## config.mk

```make
export PLATFORM = sky130hd
export DESIGN_NAME = cam_top
export DESIGN_NICKNAME = d
export VERILOG_FILES = /design/src/design/cam_pkg.sv /design/src/design/cam_top.sv /design/src/design/cam_edge.sv /design/src/design/cam_module.sv
export SDC_FILE = /design/constraint.sdc
export NUM_CORES = 1
export LEC_CHECK = 0
export ABC_AREA = 1
export BUFFER_PORTS_ARGS = -buffer_cell sky130_fd_sc_hd__buf_2
export CORE_MARGIN = 3
export CORE_UTILIZATION = 45
export DETAILED_ROUTE_END_ITERATION = 12
export GPL_ROUTABILITY_DRIVEN = 0
export PLACE_DENSITY_LB_ADDON = 0.3
export SLEW_MARGIN = 15
export SYNTH_ARGS = -nofsm -noshare
export SYNTH_HDL_FRONTEND = slang
export SYNTH_SLANG_ARGS = --single-unit
```

## constraint.sdc

```tcl
create_clock -name CLOCK -period 2.7 [get_ports CLOCK]
set_input_delay 0.405 -clock CLOCK [delete_from_list [all_inputs] [get_ports CLOCK]]
set_output_delay 0.405 -clock CLOCK [all_outputs]
set_load 0.02 [all_outputs]
```

## src/design/cam_pkg.sv

```systemverilog
// package: register map, field positions and types for the counter array modules
package cam_pkg;
    localparam int        CAM_NMOD        = 5;
    localparam logic [3:0] CAM_ADDR_CTRL  = 4'h0;  // counter_control_reg
    localparam logic [3:0] CAM_ADDR_CNTL  = 4'h1;  // counter_low_byte
    localparam logic [3:0] CAM_ADDR_CNTH  = 4'h2;  // counter_high_byte
    localparam logic [3:0] CAM_ADDR_WDOG  = 4'h3;  // watchdog_enable control
    localparam logic [3:0] CAM_ADDR_MODE0 = 4'h4;  // module_mode_reg 0..4 at 4..8
    localparam logic [3:0] CAM_ADDR_CAPL0 = 4'h9;  // capture_low_byte 0..4 at 9..d
    localparam logic [3:0] CAM_ADDR_CAPH0 = 4'he;  // capture_high_byte: index e (+n) wraps
    localparam logic [4:0] CAM_ADDR_CAPHB = 5'h0e; // base of high bytes in 5-bit space
    localparam int        CAM_B_IRQE  = 0;
    localparam int        CAM_B_PWM   = 1;
    localparam int        CAM_B_TOG   = 2;
    localparam int        CAM_B_MAT   = 3;
    localparam int        CAM_B_FALL  = 4;
    localparam int        CAM_B_RISE  = 5;
    localparam int        CAM_B_CMP   = 6;
    localparam int        CAM_B_RUN   = 6;
    localparam logic [7:0] CAM_MODE_RST = 8'h00;
    localparam logic [7:0] CAM_MODE_MSK = 8'h7f;
    localparam logic [7:0] CAM_BYTE_MAX = 8'hff;
    localparam logic [7:0] CAM_ZERO8    = 8'h00;
    localparam int        CAM_WDOG_MOD = 4;

    // one module's configuration and counter view travel together
    typedef struct packed {
        logic [7:0]  mode;
        logic [15:0] cnt;
        logic        tick;
    } cam_cfg_t;
endpackage : cam_pkg

```

## src/design/cam_top.sv

```systemverilog
// counter array: shared 16-bit counter, control/flags and five modules
//
// Notes on behaviour
// - mode register bits six..zero; bit seven reserved
// - any capture enable selects capture mode
// - capture on rising, falling or either edge
// - pin sampled each counter tick
// - capture copies counter into capture bytes
// - capture flag plus enable requests interrupt
// - compare plus match flag gives software timer
// - timer match with flag and enable interrupts
// - toggle output needs toggle, match, compare
// - toggle output inverts pin on each match
// - pwm needs pulse width and compare enables
// - pwm low below duty byte, else high
// - low byte rollover reloads duty from high
// - every module has its own duty
// - all pwm share one counter frequency
// - toggle on match toggles pin at match
// - event flags set by hardware, software clears
// - module four watchdog match gives internal reset
//
// Strobed register access and the register addresses are this design's own decisions.
`timescale 1ns/10ps
module cam_top
    import cam_pkg::*;
(
    input  wire logic                CLOCK,
    input  wire logic                RST_N,
    input  wire logic                COUNT_TICK,
    input  wire logic [3:0]          ADDR,
    input  wire logic                ADDR_HI,
    input  wire logic [7:0]          WDATA,
    input  wire logic                WR,
    input  wire logic                RD,
    output logic      [7:0]          RDATA,
    input  wire logic [CAM_NMOD-1:0] PIN_IN,
    output logic      [CAM_NMOD-1:0] PIN_OUT,
    output logic      [CAM_NMOD-1:0] PIN_OE_N,
    output logic                     IRQ,
    output logic                     WDOG_RESET
);
    logic [7:0]          mode_r [CAM_NMOD];
    logic [CAM_NMOD-1:0] flag_r;
    logic                run_r;
    logic                wdog_r;
    logic [15:0]         cnt_r;
    logic [7:0]          rdata_r;
    logic                wdog_rst_r;
    logic [CAM_NMOD-1:0] ev_set;
    logic [CAM_NMOD-1:0] mat;
    logic [CAM_NMOD-1:0] drive;
    logic [7:0]          cap_lo [CAM_NMOD];
    logic [7:0]          cap_hi [CAM_NMOD];
    logic                tick;
    logic [4:0]          full_addr;

    // counter only advances while run is set and the tick enable fires
    assign tick      = COUNT_TICK & run_r;
    assign full_addr = {ADDR_HI, ADDR};

    // index of a register inside a bank of per-module registers
    function automatic logic [4:0] cam_index(input logic [4:0] a, input logic [4:0] base);
        cam_index = a - base;
    endfunction : cam_index

    // shared counter, also writable by software
    always_ff @(posedge CLOCK or negedge RST_N) begin
        if (!RST_N) begin
            cnt_r <= 16'h0000;
        end else if (WR && full_addr == {1'b0, CAM_ADDR_CNTL}) begin
            cnt_r[7:0] <= WDATA;
        end else if (WR && full_addr == {1'b0, CAM_ADDR_CNTH}) begin
            cnt_r[15:8] <= WDATA;
        end else if (tick) begin
            cnt_r <= cnt_r + 16'h0001;
        end
    end

    // run bit, watchdog enable and mode registers
    always_ff @(posedge CLOCK or negedge RST_N) begin
        if (!RST_N) begin
            run_r  <= 1'b0;
            wdog_r <= 1'b0;
            for (int i = 0; i < CAM_NMOD; i++) begin
                mode_r[i] <= CAM_MODE_RST;
            end
        end else if (WR) begin
            if (full_addr == {1'b0, CAM_ADDR_CTRL}) begin
                run_r <= WDATA[CAM_B_RUN];
            end
            if (full_addr == {1'b0, CAM_ADDR_WDOG}) begin
                wdog_r <= WDATA[0];
            end
            for (int i = 0; i < CAM_NMOD; i++) begin
                if (cam_index(full_addr, {1'b0, CAM_ADDR_MODE0}) == 5'(i)) begin
                    mode_r[i] <= WDATA & CAM_MODE_MSK;
                end
            end
        end
    end

    // event flags: hardware set beats a software clear in the same cycle
    always_ff @(posedge CLOCK or negedge RST_N) begin
        if (!RST_N) begin
            flag_r <= '0;
        end else begin
            if (WR && full_addr == {1'b0, CAM_ADDR_CTRL}) begin
                flag_r <= (flag_r & WDATA[CAM_NMOD-1:0]) | ev_set;
            end else begin
                flag_r <= flag_r | ev_set;
            end
        end
    end

    // one module per pin, all watching the same counter
    for (genvar g = 0; g < CAM_NMOD; g++) begin : g_mod
        cam_cfg_t cfg;
        assign cfg = '{mode: mode_r[g], cnt: cnt_r, tick: tick};
        cam_module u_mod (
            .clk       (CLOCK),
            .rst_n     (RST_N),
            .cfg       (cfg),
            .pin_in    (PIN_IN[g]),
            .wr_lo     (WR && cam_index(full_addr, {1'b0, CAM_ADDR_CAPL0}) == 5'(g)),
            .wr_hi     (WR && cam_index(full_addr, CAM_ADDR_CAPHB) == 5'(g)),
            .wdata     (WDATA),
            .cap_lo    (cap_lo[g]),
            .cap_hi    (cap_hi[g]),
            .pin_out   (PIN_OUT[g]),
            .pin_drive (drive[g]),
            .event_set (ev_set[g]),
            .match     (mat[g])
        );
        assign PIN_OE_N[g] = ~drive[g];
    end

    // interrupt whenever a set flag has its module enable
    always_comb begin
        IRQ = 1'b0;
        for (int i = 0; i < CAM_NMOD; i++) begin
            IRQ = IRQ | (flag_r[i] & mode_r[i][CAM_B_IRQE]);
        end
    end

    // internal reset pulse; no pin is driven by it
    always_ff @(posedge CLOCK or negedge RST_N) begin
        if (!RST_N) begin
            wdog_rst_r <= 1'b0;
        end else begin
            wdog_rst_r <= wdog_r & mat[CAM_WDOG_MOD];
        end
    end
    assign WDOG_RESET = wdog_rst_r;

    // read data, one cycle after the read strobe; unmapped reads zero
    always_ff @(posedge CLOCK or negedge RST_N) begin
        if (!RST_N) begin
            rdata_r <= CAM_ZERO8;
        end else if (RD) begin
            rdata_r <= CAM_ZERO8;
            if (full_addr == {1'b0, CAM_ADDR_CTRL}) begin
                rdata_r <= {1'b0, run_r, 1'b0, flag_r};
            end
            if (full_addr == {1'b0, CAM_ADDR_CNTL}) begin
                rdata_r <= cnt_r[7:0];
            end
            if (full_addr == {1'b0, CAM_ADDR_CNTH}) begin
                rdata_r <= cnt_r[15:8];
            end
            if (full_addr == {1'b0, CAM_ADDR_WDOG}) begin
                rdata_r <= {7'h00, wdog_r};
            end
            for (int i = 0; i < CAM_NMOD; i++) begin
                if (cam_index(full_addr, {1'b0, CAM_ADDR_MODE0}) == 5'(i)) begin
                    rdata_r <= mode_r[i];
                end
                if (cam_index(full_addr, {1'b0, CAM_ADDR_CAPL0}) == 5'(i)) begin
                    rdata_r <= cap_lo[i];
                end
                if (cam_index(full_addr, CAM_ADDR_CAPHB) == 5'(i)) begin
                    rdata_r <= cap_hi[i];
                end
            end
        end else begin
            rdata_r <= CAM_ZERO8;
        end
    end
    assign RDATA = rdata_r;
endmodule : cam_top

```

## src/design/cam_edge.sv

```systemverilog
// edge qualifier for one module pin, sampled once per counter tick
`timescale 1ns/10ps
module cam_edge
    import cam_pkg::*;
(
    input  wire logic       clk,
    input  wire logic       rst_n,
    input  wire logic       tick,
    input  wire logic       pin,
    input  wire logic       rise_en,
    input  wire logic       fall_en,
    output logic            valid
);
    logic prev_r;

    // remember the level seen at the last counter tick
    always_ff @(posedge clk or negedge rst_n) begin
        if (!rst_n) begin
            prev_r <= 1'b0;
        end else if (tick) begin
            prev_r <= pin;
        end
    end

    // a change in an enabled direction is a valid transition
    assign valid = tick & ((rise_en & pin & ~prev_r)
                         | (fall_en & ~pin & prev_r));
endmodule : cam_edge

```

## src/design/cam_module.sv

```systemverilog
// one capture/compare module: capture, timer, toggle output and pwm
`timescale 1ns/10ps
module cam_module
    import cam_pkg::*;
(
    input  wire logic       clk,
    input  wire logic       rst_n,
    input  cam_cfg_t        cfg,
    input  wire logic       pin_in,
    input  wire logic       wr_lo,
    input  wire logic       wr_hi,
    input  wire logic [7:0] wdata,
    output logic [7:0]      cap_lo,
    output logic [7:0]      cap_hi,
    output logic            pin_out,
    output logic            pin_drive,
    output logic            event_set,
    output logic            match
);
    logic [7:0] lo_r;
    logic [7:0] hi_r;
    logic       tog_r;
    logic       pwm_r;
    logic       cap_mode;
    logic       pwm_mode;
    logic       cap_ev;

    assign cap_mode = cfg.mode[CAM_B_RISE] | cfg.mode[CAM_B_FALL];
    assign pwm_mode = cfg.mode[CAM_B_PWM] & cfg.mode[CAM_B_CMP];
    // compare each tick against the full 16-bit register
    assign match = cfg.tick & cfg.mode[CAM_B_CMP] & ~pwm_mode
                 & (cfg.cnt == {hi_r, lo_r});

    // the pin is tracked on every tick, not only in capture mode, so a module that
    // enters capture mode with its pin already high sees no false edge
    cam_edge u_edge (
        .clk     (clk),
        .rst_n   (rst_n),
        .tick    (cfg.tick),
        .pin     (pin_in),
        .rise_en (cfg.mode[CAM_B_RISE]),
        .fall_en (cfg.mode[CAM_B_FALL]),
        .valid   (cap_ev)
    );

    assign event_set = (cap_ev & cap_mode) | (match & cfg.mode[CAM_B_MAT]);

    // capture load, software write and pwm reload share the low/high bytes
    always_ff @(posedge clk or negedge rst_n) begin
        if (!rst_n) begin
            lo_r <= CAM_ZERO8;
            hi_r <= CAM_ZERO8;
        end else if (cap_ev && cap_mode) begin
            lo_r <= cfg.cnt[7:0];
            hi_r <= cfg.cnt[15:8];
        end else begin
            if (wr_lo) begin
                lo_r <= wdata;
            end else if (pwm_mode && cfg.tick && cfg.cnt[7:0] == CAM_BYTE_MAX) begin
                lo_r <= hi_r;
            end
            if (wr_hi) begin
                hi_r <= wdata;
            end
        end
    end

    // toggling output flips on each match while toggle on match is set
    always_ff @(posedge clk or negedge rst_n) begin
        if (!rst_n) begin
            tog_r <= 1'b0;
        end else if (match && cfg.mode[CAM_B_TOG]) begin
            tog_r <= ~tog_r;
        end
    end

    // pwm level registered so the pin never glitches on a compare
    always_ff @(posedge clk or negedge rst_n) begin
        if (!rst_n) begin
            pwm_r <= 1'b0;
        end else begin
            pwm_r <= (cfg.cnt[7:0] >= lo_r);
        end
    end

    assign cap_lo    = lo_r;
    assign cap_hi    = hi_r;
    assign pin_out   = pwm_mode ? pwm_r : tog_r;
    // pin driven only in pwm or toggle output modes; otherwise an input
    assign pin_drive = pwm_mode | (cfg.mode[CAM_B_TOG] & cfg.mode[CAM_B_CMP]
                                   & cfg.mode[CAM_B_MAT]);
endmodule : cam_module

```

==> metrics.txt <==
Via Count=10970; post-synthesis xor/xnor area fraction=4.539%; hold buffers post-CTS=1; I/O Pins=43; Worst path top cell family by delay=simple AND/OR/NAND/NOR gates; main combinational cell family by area after synthesis=simple AND/OR/NAND/NOR gates; WHS=181.1 ps; Worst slew margin=43.83%; R2R setup slack=270 ps; first-pass GRT wire length=59870 um; post-CTS setup buffers=0; DRT antenna net count=0; R2R cell count=11; min-delay worst type=in2reg; final worst setup slack=271.6 ps; Post-Place Cell Area=0.01167 mm^2; Critical Path AT=2760 ps; GRT Overall Usage=30.32%; critical path fanouts, max=4; TritonCTS Buffers=17; full die area=0.02585 mm^2; final instance area=0.01225 mm^2; Initial Util=45.92%; 1st-iter DRT viols=1795; vias in the first global route=10070; PD cells=952.6 mW/mm^2; CP endpoint kind=register; min Tclk post-route=2428 ps; antenna violations before repair=0; most frequent CP cell=o21ai_0; num rows=56; share of the yosys chip area belonging to registers=37.61%; Worst path max stage delay=420 ps; Antenna Cells=0; fin nets=1594; # resized after CTS=0; layout cells sized above 1=12.40%; Pleak=5.833 nW; worst path cell trace=ha_1 -> nand2_1 -> nor2_1 -> and3_1 -> nand3_4 -> nor3_1 -> inv_1 -> nor4_1 -> xor2_1 -> o21ai_0 -> o21ai_0; status=finished clean; Buf/Inv on CP=1; cells after synthesis=1455; drt pass-1 iters=6; CP Depth=11; H-tree levels=4; Fmax=0.4118 GHz; clock tree buffer depth=2; vias per cell=5.903; core footprint=0.02347 mm^2; synthesized flop and latch total=162; Final Skew=17.83 ps; data required time of the worst path=3030 ps; crit start category=register; Hold Path Depth=3; post-synthesis instance area=0.01078 mm^2; routed wire length per instance=21.13 um; Final setup viols=0; grt total ovfl=0; Hold Fails Final Rpt=0; Power Total=11.67 mW; Skew-Pair Late Insertion Delay=450 ps; syn_nets=1522; DIE WIDTH=160.8 um; simple-gate area share of the yosys netlist=23.51%; Residual DRC=0; largest net degree at the start of global routing=79; Synth Area in Compound Gates=20.49%; DP HPWL=28340 um; slowest cell on the critical path=dfrtp_1; root buffer cell=clkbuf_16; WL final=39270 um; max-capacitance violation count=0; post-place setup slack=-42.80 ps; period utilization=89.94%; RSZ-0062 raised after global routing=false; Chip Height=160.8 um; clock-pin slew on the worst setup and hold paths=70 ps; Syn. warnings=0; max-slew violation count=0; CTS tree=built; worst ir drop on vdd=0.5039 mV; worst slew pin tran=842.5 ps; adder and majority cell fraction of the synthesized area=5.107%; multiplexer area fraction after synthesis=0%; Avg Inst Size Synth=7.408 um^2; distinct cell type count after synthesis=49; IO Port Bufs=42; clock sink count=162; Core Util, Final=52.19%; Layout area overhead=13.65%; critical path class=reg2reg
==> cell usage after synthesis, drive strengths merged <==
cell     count  share of area, %
a211oi       1             0.070
a21o         2              0.14
a21oi       91               4.3
a221oi       3              0.24
a22oi        4              0.28
a31oi       45               2.7
and3         1             0.058
buf         21               1.4
clkbuf      44               1.5
clkinv       7              0.24
dfrtp      162                38
ha          44               5.1
inv        160               5.6
nand2      304                11
nand3       60               3.0
nand3b       5              0.35
nand4       18               1.0
nor2       176               7.3
nor3         9              0.42
nor3b        1             0.070
nor4         9              0.52
o2111ai      6              0.49
o211ai      12              0.84
o21ai      174               8.1
o21bai       2              0.14
o221ai       4              0.32
o22ai       29               1.7
o31ai        8               1.1
or2          1             0.058
xnor2        6              0.49
xor2        46               4.1
==> state kept, by name (all words and copies together) (netlist names) <==
signal	cells
g_mod.u_mod.cap_hi	40
g_mod.u_mod.cap_lo	40
g_mod.cfg	35
cnt_r	16
RDATA	8
flag_r	5
g_mod.u_mod.pwm_r	5
g_mod.u_mod.tog_r	5
g_mod.u_mod.u_edge.prev_r	5
WDOG_RESET	1
run_r	1
wdog_r	1
==> tightest hold or removal path: cells and delay by family <==
family | cells | cell delay [ps]
simple gates | 2 | 100
buf+inv | 1 | 90
==> where the power goes <==
part | total [mW] | switching, mW | internal, mW
clock network | 2.43 | 1.13 | 1.30
registers | 4.47 | 1.12 | 3.34
logic | 4.77 | 2.98 | 1.78
==> metrics by stage <==
stage          TNS, ps  std cells
5_1_grt              0       1859
3_3_place_gp    -20.26       1826
6_report             0       1859
4_1_cts              0       1859
2_1_floorplan        0       1455
3_5_place_dp    -42.80       1826
==> routing by layer <==
layer / up-vias / part of all wire, % / track usage [%]
met5: - / 0 / 0
met4: 0 / 4.3 / 11.97
li1: 5031 / - / -
met1: 5083 / 41 / 44.35
met3: 125 / 12 / 5.339
met2: 734 / 43 / 44.66
==> logic make-up after synthesis <==
group	count (synthesis)
AO/OA/AOI/OAI	381
flip-flops	162
AND/OR/NAND/NOR	584
XOR/XNOR	52
adder cells (fa/ha/maj)	44
buffers and inverters	232
==> layout make-up <==
class	count	area, um^2
Inverter	167	626.9
Sequential cell	162	4054
Clock inverter	14	145.1
Multi-Input combinational cell	1061	5782
Clock buffer	18	429.2
Tap cell	319	399.1
Fill cell	2272	11220
Timing Repair Buffer	118	814.5
==> placed cells by master, fill, tap and decap left out, drive strengths merged, types with 18 or more instances in the layout <==
| cell | netlist | final |
|---|---|---|
| dfrtp | 162 | 162 |
| nand4 | 18 | 18 |
| a31oi | 45 | 45 |
| clkbuf | 44 | 18 |
| o22ai | 29 | 29 |
| nor2 | 176 | 176 |
| inv | 160 | 167 |
| xor2 | 46 | 46 |
| a21oi | 91 | 91 |
| nand2 | 304 | 304 |
| o21ai | 174 | 174 |
| ha | 44 | 44 |
| nand3 | 60 | 60 |
| buf | 21 | 117 |
==> worst paths after layout <==
kind | endpoint | from
worst min-delay path | g_mod[3].u_mod.u_edge.prev_r | PIN_IN[3]
min in group asynchronous | g_mod[0].u_mod.cap_lo[5] | RST_N
worst min register to register | g_mod[4].u_mod.tog_r | g_mod[4].u_mod.tog_r
worst max-delay path | cnt_r[14] | cnt_r[1]
max in group asynchronous | g_mod[1].u_mod.cap_hi[0] | RST_N
worst max register to register | cnt_r[14] | cnt_r[1]
No activity file was read; power rests on OpenSTA's default activity.
